==> config.mk <==
export PLATFORM = sky130hd
export DESIGN_NAME = ccl_comparator_ctrl
export DESIGN_NICKNAME = d
export VERILOG_FILES = /design/src/rtl/ccl_pkg.sv /design/src/rtl/ccl_comparator_ctrl.sv
export SDC_FILE = /design/constraint.sdc
export NUM_CORES = 1
export LEC_CHECK = 0
export ABC_AREA = 1
export BUFFER_PORTS_ARGS = -buffer_cell sky130_fd_sc_hd__buf_2
export CAP_MARGIN = 20
export CORE_AREA = 2 2 67 94
export CTS_CLUSTER_DIAMETER = 30
export DETAILED_ROUTE_END_ITERATION = 8
export DIE_AREA = 0 0 69 96
export PLACE_DENSITY = 0.73
export RECOVER_POWER = 100
export REMOVE_ABC_BUFFERS = 1
export SLEW_MARGIN = 20
export SYNTH_ARGS = -nofsm -noshare
export SYNTH_HDL_FRONTEND = slang
export SYNTH_SLANG_ARGS = --single-unit
==> constraint.sdc <==
create_clock -name clock_i -period 2.51 [get_ports clock_i]
set_clock_uncertainty 0.2 [all_clocks]
set_input_delay 0.502 -clock clock_i [delete_from_list [all_inputs] [get_ports clock_i]]
set_output_delay 0.502 -clock clock_i [all_outputs]
set_load 0.01 [all_outputs]
==> src/rtl/ccl_pkg.sv <==
// Functional notes
// - Raw result high when positive exceeds negative.
// - Raw result XOR invert bit drives output.
// - Output holds preset level during startup.
// - Hysteresis off or one of three levels.
// - Positive selects pins; negative adds reference.
// - Reference code drives divider, code over 256.
// - Power profile field selects speed versus current.
// - Output exported as asynchronous level event.
// - Block consumes no events from fabric.
// - Edge select picks rising, falling or both.
// - Matching edge sets flag regardless of enable.
// - Request equals enable and flag, until cleared.
// - Idle sleep behaves exactly as active.
// - Standby disables unless run-in-standby is set.
// - Power-down disables comparator and pad drive.
// - Registers at 0x00, 0x02, 0x05, 0x06, 0x07.
// - Edge codes: both 0, falling 2, rising 3.
// - Write one clears flag; zero ignored.
// - Output state bit lags three clock cycles.
package ccl_pkg;

	// ****************************************************************
	// Register offsets and widths
	// ****************************************************************
	localparam int CCL_AW = 3;
	localparam logic [2:0] CCL_OFF_MAIN = 3'h0;
	localparam logic [2:0] CCL_OFF_INSEL = 3'h2;
	localparam logic [2:0] CCL_OFF_REF = 3'h5;
	localparam logic [2:0] CCL_OFF_IRQ = 3'h6;
	localparam logic [2:0] CCL_OFF_FLAG = 3'h7;

	// ****************************************************************
	// Reset values
	// ****************************************************************
	localparam logic [7:0] CCL_RST_MAIN = 8'h00;
	localparam logic [7:0] CCL_RST_INSEL = 8'h00;
	localparam logic [7:0] CCL_RST_REF = 8'hFF;
	localparam logic [7:0] CCL_RST_IRQ = 8'h00;
	localparam logic [7:0] CCL_ZERO = 8'h00;

	// ****************************************************************
	// Field codes
	// ****************************************************************
	localparam logic [1:0] CCL_EDGE_ANY = 2'h0;
	localparam logic [1:0] CCL_EDGE_FALL = 2'h2;
	localparam logic [1:0] CCL_EDGE_RISE = 2'h3;
	localparam logic [2:0] CCL_POS_PIN3 = 3'h3;
	localparam logic [2:0] CCL_POS_PIN4 = 3'h4;
	localparam logic [2:0] CCL_NEG_PIN2 = 3'h2;
	localparam logic [2:0] CCL_NEG_PIN3 = 3'h3;
	localparam logic [2:0] CCL_NEG_REF = 3'h4;

	// ****************************************************************
	// Startup time of the analog core
	// ****************************************************************
	localparam int CCL_CLK_MHZ = 40;
	localparam int CCL_STARTUP_NS = 1000;
	localparam int CCL_STARTUP_CYC = (CCL_STARTUP_NS * CCL_CLK_MHZ + 999) / 1000;
	localparam logic [7:0] CCL_STARTUP_LAST = 8'(CCL_STARTUP_CYC - 1);

	// ****************************************************************
	// Register layouts
	// ****************************************************************
	typedef struct packed {
		logic run_in_standby;
		logic pad_drive_enable;
		logic unused5;
		logic [1:0] power_profile;
		logic [1:0] hysteresis_level;
		logic enable;
	} ccl_main_t;

	typedef struct packed {
		logic invert;
		logic output_preset;
		logic [2:0] positive_selector;
		logic [2:0] negative_selector;
	} ccl_insel_t;

	typedef struct packed {
		logic [1:0] edge_select;
		logic compare_irq_enable;
	} ccl_irq_t;

	// Settings handed to the analog core.
	typedef struct packed {
		logic core_enable;
		logic [1:0] power_profile;
		logic [1:0] hysteresis_level;
		logic [1:0] pos_pin_input;
		logic [2:0] neg_pin_input;
		logic [7:0] divided_reference;
	} ccl_analog_t;

	typedef enum logic [1:0] {
		CCL_SLEEP_ACTIVE,
		CCL_SLEEP_IDLE,
		CCL_SLEEP_STANDBY,
		CCL_SLEEP_PDOWN
	} ccl_sleep_t;

	typedef enum {
		CCL_ST_OFF,
		CCL_ST_START,
		CCL_ST_RUN
	} ccl_state_t;

endpackage

==> src/rtl/ccl_comparator_ctrl.sv <==
// The implementer's own choice: the plain strobed port.
`timescale 1ns/1ps
module ccl_comparator_ctrl
	import ccl_pkg::*;
(
	// Clock and reset.
	input wire logic clock_i,
	input wire logic rst_i,
	// Register port.
	input wire logic [CCL_AW-1:0] addr_i,
	input wire logic [7:0] wdata_i,
	input wire logic wr_i,
	input wire logic rd_i,
	output logic [7:0] rdata_o,
	// Analog core.
	input wire logic raw_compare_i,
	output ccl_analog_t analog_o,
	// Sleep state from the power manager.
	input wire ccl_sleep_t sleep_i,
	// Pin, event and interrupt.
	output logic pad_out_o,
	output logic pad_oe_o,
	output logic event_o,
	output logic irq_o
);

	// ****************************************************************
	// Registers
	// ****************************************************************
	ccl_main_t main_r;
	ccl_insel_t insel_r;
	logic [7:0] ref_r;
	ccl_irq_t irq_r;
	logic flag_r;
	logic [2:0] sync_r;
	logic prev_r;
	logic seen_r;
	logic [7:0] start_cnt_r;
	ccl_state_t state_r;
	ccl_state_t state_nxt;
	logic [7:0] rdata_r;
	logic pad_out_r;
	logic pad_oe_r;
	logic irq_r_o;
	ccl_analog_t analog_r;

	// ****************************************************************
	// Decode
	// ****************************************************************
	wire logic wr_main = wr_i && (addr_i == CCL_OFF_MAIN);
	wire logic wr_insel = wr_i && (addr_i == CCL_OFF_INSEL);
	wire logic wr_ref = wr_i && (addr_i == CCL_OFF_REF);
	wire logic wr_irq = wr_i && (addr_i == CCL_OFF_IRQ);
	wire logic wr_flag = wr_i && (addr_i == CCL_OFF_FLAG);
	// Reserved bits of written data are dropped on entry.
	wire ccl_main_t main_w = ccl_main_t'({wdata_i[7:6], 1'b0, wdata_i[4:0]});
	wire ccl_irq_t irq_w = ccl_irq_t'({wdata_i[5:4], wdata_i[0]});

	// ****************************************************************
	// Sleep gating
	// ****************************************************************
	// Idle behaves as active; standby needs run_in_standby; power-down stops all but the flag and request.
	wire logic sleep_ok = (sleep_i == CCL_SLEEP_ACTIVE) || (sleep_i == CCL_SLEEP_IDLE)
		|| ((sleep_i == CCL_SLEEP_STANDBY) && main_r.run_in_standby);
	wire logic running = main_r.enable && sleep_ok;

	// Reserved selector codes leave the core off rather than pick a pin.
	wire logic pos_ok = (insel_r.positive_selector == CCL_POS_PIN3)
		|| (insel_r.positive_selector == CCL_POS_PIN4);
	wire logic neg_ok = (insel_r.negative_selector == CCL_NEG_PIN2)
		|| (insel_r.negative_selector == CCL_NEG_PIN3)
		|| (insel_r.negative_selector == CCL_NEG_REF);

	// ****************************************************************
	// Output conditioning
	// ****************************************************************
	// The enabled core drives raw_compare_i high only when positive exceeds negative.
	wire logic settled = (state_r == CCL_ST_RUN);
	wire logic cond_out = settled ? (raw_compare_i ^ insel_r.invert)
		: insel_r.output_preset;
	wire logic live_out = running && cond_out;

	// Level event, combinational from the analog result, no clock needed.
	assign event_o = live_out;

	// Edge detection on the synchronized level.
	wire logic samp = sync_r[2];
	wire logic rise = seen_r && samp && !prev_r;
	wire logic fall = seen_r && !samp && prev_r;
	wire logic edge_hit = (irq_r.edge_select == CCL_EDGE_ANY) ? (rise || fall)
		: (irq_r.edge_select == CCL_EDGE_FALL) ? fall
		: (irq_r.edge_select == CCL_EDGE_RISE) ? rise : 1'b0;
	// A new edge wins over a clear in the same cycle.
	wire logic flag_nxt = edge_hit || (flag_r && !(wr_flag && wdata_i[0]));
	// The request follows a disable in the cycle of the write, like it follows a clear.
	wire logic irq_en_nxt = wr_irq ? irq_w.compare_irq_enable : irq_r.compare_irq_enable;

	// ****************************************************************
	// Startup sequencer
	// ****************************************************************
	wire logic start_done = (start_cnt_r == CCL_STARTUP_LAST);
	always_comb begin
		state_nxt = state_r;
		unique case (state_r)
			CCL_ST_OFF: begin
				if (running && pos_ok && neg_ok) begin
					state_nxt = CCL_ST_START;
				end
			end
			CCL_ST_START: begin
				if (!running) begin
					state_nxt = CCL_ST_OFF;
				end else if (start_done) begin
					state_nxt = CCL_ST_RUN;
				end
			end
			CCL_ST_RUN: begin
				if (!running) begin
					state_nxt = CCL_ST_OFF;
				end
			end
		endcase
	end

	// State and startup counter.
	always_ff @(posedge clock_i or posedge rst_i) begin
		if (rst_i) begin
			state_r <= CCL_ST_OFF;
			start_cnt_r <= CCL_ZERO;
		end else begin
			state_r <= state_nxt;
			start_cnt_r <= (state_r == CCL_ST_START) ? start_cnt_r + 8'h01 : CCL_ZERO;
		end
	end

	// ****************************************************************
	// Register writes
	// ****************************************************************
	always_ff @(posedge clock_i or posedge rst_i) begin
		if (rst_i) begin
			main_r <= ccl_main_t'(CCL_RST_MAIN);
			insel_r <= ccl_insel_t'(CCL_RST_INSEL);
			ref_r <= CCL_RST_REF;
			irq_r <= ccl_irq_t'(3'h0);
		end else begin
			if (wr_main) main_r <= main_w;
			if (wr_insel) insel_r <= ccl_insel_t'(wdata_i);
			if (wr_ref) ref_r <= wdata_i;
			if (wr_irq) irq_r <= irq_w;
		end
	end

	// ****************************************************************
	// Synchronizer, edge history and flag
	// ****************************************************************
	// Three stages give the documented three-cycle lag of the state bit.
	always_ff @(posedge clock_i or posedge rst_i) begin
		if (rst_i) begin
			sync_r <= 3'h0;
			prev_r <= 1'b0;
			seen_r <= 1'b0;
			flag_r <= 1'b0;
		end else begin
			sync_r <= {sync_r[1:0], live_out};
			prev_r <= samp;
			seen_r <= 1'b1;
			flag_r <= flag_nxt;
		end
	end

	// ****************************************************************
	// Read data, one cycle after the strobe
	// ****************************************************************
	wire logic [7:0] rd_mux = (addr_i == CCL_OFF_MAIN) ? 8'(main_r)
		: (addr_i == CCL_OFF_INSEL) ? 8'(insel_r)
		: (addr_i == CCL_OFF_REF) ? ref_r
		: (addr_i == CCL_OFF_IRQ) ? {2'h0, irq_r.edge_select, 3'h0, irq_r.compare_irq_enable}
		: (addr_i == CCL_OFF_FLAG) ? {3'h0, samp, 3'h0, flag_r}
		: CCL_ZERO;
	always_ff @(posedge clock_i or posedge rst_i) begin
		if (rst_i) begin
			rdata_r <= CCL_ZERO;
		end else begin
			rdata_r <= rd_i ? rd_mux : CCL_ZERO;
		end
	end
	assign rdata_o = rdata_r;

	// ****************************************************************
	// Registered outputs
	// ****************************************************************
	// Pad and request are registered; the pad follows the live level one cycle late.
	always_ff @(posedge clock_i or posedge rst_i) begin
		if (rst_i) begin
			pad_out_r <= 1'b0;
			pad_oe_r <= 1'b0;
			irq_r_o <= 1'b0;
			analog_r <= '0;
		end else begin
			pad_out_r <= live_out;
			pad_oe_r <= main_r.pad_drive_enable && running;
			irq_r_o <= irq_en_nxt && flag_nxt;
			analog_r.core_enable <= running && pos_ok && neg_ok;
			analog_r.power_profile <= main_r.power_profile;
			analog_r.hysteresis_level <= main_r.hysteresis_level;
			analog_r.pos_pin_input <= {insel_r.positive_selector == CCL_POS_PIN4,
				insel_r.positive_selector == CCL_POS_PIN3};
			analog_r.neg_pin_input <= {insel_r.negative_selector == CCL_NEG_REF,
				insel_r.negative_selector == CCL_NEG_PIN3,
				insel_r.negative_selector == CCL_NEG_PIN2};
			analog_r.divided_reference <= ref_r;
		end
	end
	assign pad_out_o = pad_out_r;
	assign pad_oe_o = pad_oe_r;
	assign irq_o = irq_r_o;
	assign analog_o = analog_r;

endmodule

# [After elaboration in Yosys (flattened, before gate mapping)]
# Cells that the tools add are included.
[classes] n_addsub=1 n_eq_ne=21 reduce_logical=33 mux=17 bitwise_logic=1
[ops] op="$mux W32" count=4
[ops] op="$pmux W32 S3" count=1
[ops] op="$eq A32 B2 Y1 const B" count=2
[ops] op="$mux W8" count=5
[ops] op="$eq A32 B1 Y1 const B" count=1
[ops] op="$eq A32 B3 Y1 const B" count=1
[ops] op="$logic_not A32 Y1" count=1
[ops] op="$logic_and A1 B1 Y1" count=18
[ops] op="$eq A3 B3 Y1 const B" count=5
[ops] op="$eq A3 B2 Y1 const B" count=4
[ops] op="$add A8 B1 Y8 const B" count=1
[ops] op="$eq A8 B6 Y1 const B" count=1
[ops] op="$logic_or A1 B1 Y1" count=7
[ops] op="$eq A2 B2 Y1 const B" count=3
[ops] op="$mux W6" count=1
[ops] op="$mux W1" count=5
[ops] op="$mux W5" count=1
[ops] op="$logic_not A2 Y1" count=2
[ops] op="$ne A2 B2 Y1 const B" count=2
[ops] op="$logic_not A1 Y1" count=3
[ops] op="$logic_not A3 Y1" count=1
[ops] op="$ne A3 B3 Y1 const B" count=1
[ops] op="$reduce_and A3 Y1" count=1
[ops] op="$eq A2 B1 Y1 const B" count=1
[ops] op="$xor A1 B1 Y1" count=1
[word_totals] inputBits=18 out_inout_bits=30 regBits=101

# [Longest topological paths before layout]
[logic_depth] depth_word=8 depth_mapped=10 mapped_depth_nobuf=10

# [Least setup slack after synthesis]
# OpenSTA, ideal clock, no wires.
[synth_timing] path_type="input port to output port" from="input port sleep_i[0]" to="output port event_o" slack_ps=704 stages=5 t_required_ps=1808 arrival_ps=1104 cell_sequence="inv_1 -> nand2_1 -> a21boi_0 -> o21ai_0 -> a21oi_1"
[synth_between] elab_chain_cells=5
[synth_lines] element="from (decl)" line_no="ccl_comparator_ctrl.sv:19" rtl="input wire ccl_sleep_t sleep_i,"
[synth_lines] element="$eq A2 B1 Y1, or another cell as far along" line_no="ccl_comparator_ctrl.sv:63" rtl="wire logic sleep_ok = (sleep_i == CCL_SLEEP_ACTIVE) || (sleep_i == CCL_SLEEP_IDLE)"
[synth_lines] element="$logic_or A1 B1 Y1 / $logic_and A1 B1 Y1 (equally long branches)" line_no="ccl_comparator_ctrl.sv:63, ccl_comparator_ctrl.sv:64"
[synth_lines] element="$logic_or A1 B1 Y1 *" line_no="ccl_comparator_ctrl.sv:64" rtl="|| ((sleep_i == CCL_SLEEP_STANDBY) && main_r.run_in_standby);"
[synth_lines] element="$logic_and A1 B1 Y1 *" line_no="ccl_comparator_ctrl.sv:65" rtl="wire logic running = main_r.enable && sleep_ok;"
[synth_lines] element="$logic_and A1 B1 Y1 *" line_no="ccl_comparator_ctrl.sv:81" rtl="wire logic live_out = running && cond_out;"
[synth_lines] element="to (decl)" line_no="ccl_comparator_ctrl.sv:23" rtl="output logic event_o,"
# Every way passes the cells marked *; elsewhere a longest branch is shown, timed or not.

# [Final worst setup path]
[layout_timing] from="register main_r[7] (netlist name)" to="output port event_o"
[layout_between] elab_chain_cells=4
[layout_lines] element="from (decl)" line_no="ccl_comparator_ctrl.sv:30" rtl="ccl_main_t main_r;"
[layout_lines] element="from (signal assigned)" line_no="ccl_comparator_ctrl.sv:141" rtl="main_r <= ccl_main_t'(CCL_RST_MAIN);"
[layout_lines] element="from (signal assigned)" line_no="ccl_comparator_ctrl.sv:146" rtl="if (wr_main) main_r <= main_w;"
[layout_lines] element="$logic_and A1 B1 Y1" line_no="ccl_comparator_ctrl.sv:64"
[layout_lines] element="$logic_or A1 B1 Y1" line_no="ccl_comparator_ctrl.sv:64"
[layout_lines] element="$logic_and A1 B1 Y1" line_no="ccl_comparator_ctrl.sv:65"
[layout_lines] element="$logic_and A1 B1 Y1" line_no="ccl_comparator_ctrl.sv:81"
# Every way passes these cells.

==> impl_metrics.ini <==
[yosys]
synth-async-reset-ratio = 1.00
yosysWarnings = 0
yosys-top-cells-count = nand2_1, dfrtp_1, inv_1, nor2_1, o21ai_1
post-synth-top-count-cell = nand2_1
seq_area_frac_synth = 0.627
syn_inst = 289
ys.flop_type = dfrtp_1
synth.distinct_cells = 30
synth_area_sq_um = 2810
synth-seq-cells = 70
synth_area_per_cell_sq_um = 9.73
yosys.area.top_type = dfrtp_1
synth_edf_count = 0
yosys-top-cells-area = dfrtp_1, nand2_1, dfstp_2
synth_top_cell_area_share = 0.552

[place]
dp.final_hpwl_mm = 3.87
place.gp.congestion = 0.798
placed_cell_area_sq_um = 3120
port_buffers = 47

[floorplanning]
core_region_area_sq_um = 5780
fp.dieW_um = 69
std_cell_rows = 33
start_util = 0.486
pin_count = 48
die_y_um = 96
die_area_sq_um = 6620

[setup_path]
timing.rr.start = state_r[1]
r2r_cells = 8
worst_setup_path_start_kind = flip-flop
crit_type = flip-flop to primary output
worstSetupEndpointType = primary output
arrival_ns = 1.49
critPathMaxFanout = 3
reg2reg_slack_ns = 0.92
worstPathRequired_ns = 1.81
crit_end = event_o
r2r-end = state_r[1]
critical_path.startpoint = main_r[7]

[sta]
rsz0062_at_grt = false
hold_violations = 0
setup_viol = 0
min_period_ns = 2.20
finalMaxSlewViolations = 71
clock.fmax_mhz = 455
fin_hold_ws_ns = 0.155
timing.final.crit_share = 0.875
slew_headroom = -0.107
worstMarginPinSlew_ns = 1.66
tns_ns = 0

[drt]
viasPerCell = 4.89
drt.antenna.violating_nets = 0
drc = 0
dr.pass1.iters = 4
routedWlPerCell_um = 13.1
drt_wl_total_mm = 5.49
drt_iter0_markers = 137
vias = 2049

[cts]
cts_resized = 0
cts-buffers-inserted = 9
cts_root_buf = clkbuf_8
clk_path_buf_depth = 2
htree_levels = 3
clk_pin_slew_ns = 0.07
cts.sinks = 70
clkLatencyLatePin_ns = 0.35
postCtsSetupBuffers = 0
cts_hold_buf = 0
cts_tree = built

[pwr]
leakagePower_nw = 1.61
p_sw_frac = 0.294
power_density_nw_per_um2 = 876
vdd_drop_max_mv = 0.386
internal_power_mw = 2.00
p_sw_uw = 829
combPwrFrac = 0.158
p_seq_frac = 0.512
clkPwrFrac = 0.330

[run]
drv_cap = 1

[hold_path]
min_path_type = flip-flop to flip-flop

[finish]
syn_to_final_growth_pct = 14.7
stdcell_area_sq_um = 3230
nets = 366
drive_gt1_frac = 0.106
antenna_cells = 0
utilization = 0.558
n_fill_cell = 588

[global_routing]
grt_pass1_wl_mm = 9.25
grt_max_degree = 71
track_usage = 0.183
antenna_found_initial = 0
grt_pass1_vias = 2026
overflow = 0

[status]
status = finished, violations left
violations = max-capacitance violations, max-slew violations
==> sequential cells by signal, summed over array words and instances, names as in the netlist <==
name,cells
analog_o,18
insel_r,8
rdata_o,8
ref_r,8
start_cnt_r,8
main_r,7
irq_r,3
sync_r,3
state_r,2
flag_r,1
irq_o,1
pad_oe_o,1
prev_r,1
seen_r,1
==> power groups by stage <==
stage / logic [mW] / registers (mW) / clock network (mW)
after floorplan: 0.304 / 1.47 / 0
after global placement: 0.478 / 1.47 / 0
after detailed placement: 0.495 / 1.47 / 0
after CTS: 0.497 / 1.45 / 0.949
after global routing: 0.523 / 1.47 / 0.998
final: 0.447 / 1.45 / 0.933
==> layer usage <==
metal,global-route usage,share of wire,up-vias
met5,0,0,-
met4,0.131,0.049,0
met3,0.0387,0.030,19
met2,0.301,0.49,42
met1,0.216,0.43,968
li1,-,-,1020
==> layout make-up <==
cell class / instances / area (sq um) / area share
Tap cell: 70 / 87.6 / 0.0272
Clock inverter: 5 / 57.6 / 0.0178
Sequential cell: 70 / 1760 / 0.546
Multi-Input combinational cell: 176 / 820 / 0.254
Clock buffer: 11 / 151 / 0.0469
Inverter: 39 / 148 / 0.0458
Timing Repair Buffer: 48 / 200 / 0.0621
==> worst max-delay path: stages (launching register included) <==
cell	delay, ns
dfrtp_1	0.39
nand2_1	0.09
a21boi_0	0.22
o21ai_0	0.12
a21oi_1	0.16
clkbuf_1	0.17
==> through the flow <==
step / cells / power, mW / setup slack (ns)
floorplan: 285 / 1.78 / 0.0530
global placement: 403 / 1.95 / 0.521
detailed placement: 403 / 1.96 / 0.456
CTS: 419 / 2.90 / 0.312
global route: 419 / 2.99 / 0.142
finish: 419 / 2.83 / 0.314
==> cells by family (layout without fill, tap and decap cells) <==
| group | Yosys count | count (layout) | synth area share |
|---|---|---|---|
| flip-flops | 70 | 70 | 0.627 |
| buffers and inverters | 43 | 103 | 0.0650 |
| AND/OR/NAND/NOR | 118 | 118 | 0.176 |
| other | 1 | 1 | 0.00133 |
| AO/OA/AOI/OAI | 52 | 52 | 0.110 |
| XOR/XNOR | 1 | 1 | 0.00312 |
| adder cells (fa/ha/maj) | 4 | 4 | 0.0178 |
==> cells in the final DEF (no fill, tap or decap) <==
cell / count
dfrtp_1: 62
o2111ai_1: 1
nor2_1: 23
and2_0: 1
a31oi_1: 4
ha_1: 4
inv_1: 38
nand3_1: 10
clkbuf_2: 1
o21ai_2: 2
bufinv_16: 1
a41oi_1: 2
a21oi_1: 6
buf_2: 15
xnor2_1: 1
clkinvlp_4: 3
o21ai_1: 4
and2_1: 1
clkbuf_1: 32
dfstp_1: 8
nand3b_1: 1
o21ai_0: 32
clkinvlp_2: 1
a21boi_0: 1
nand2_2: 2
nor3_1: 1
clkbuf_8: 11
clkinv_2: 1
nand2_1: 79
conb_1: 1
==> worst min-delay path by stage <==
stage	from	end	slack, ns	cells after the start
floorplan	sync_r[1]	sync_r[2]	0.13	0
global placement	sync_r[1]	sync_r[2]	0.14	0
detailed placement	sync_r[1]	sync_r[2]	0.14	0
CTS	rst_i	rdata_o[5]	0.03	3
global route	sync_r[1]	sync_r[2]	0.18	0
finish	sync_r[1]	sync_r[2]	0.15	0
Note: power is estimated with default switching activity, not from simulation.
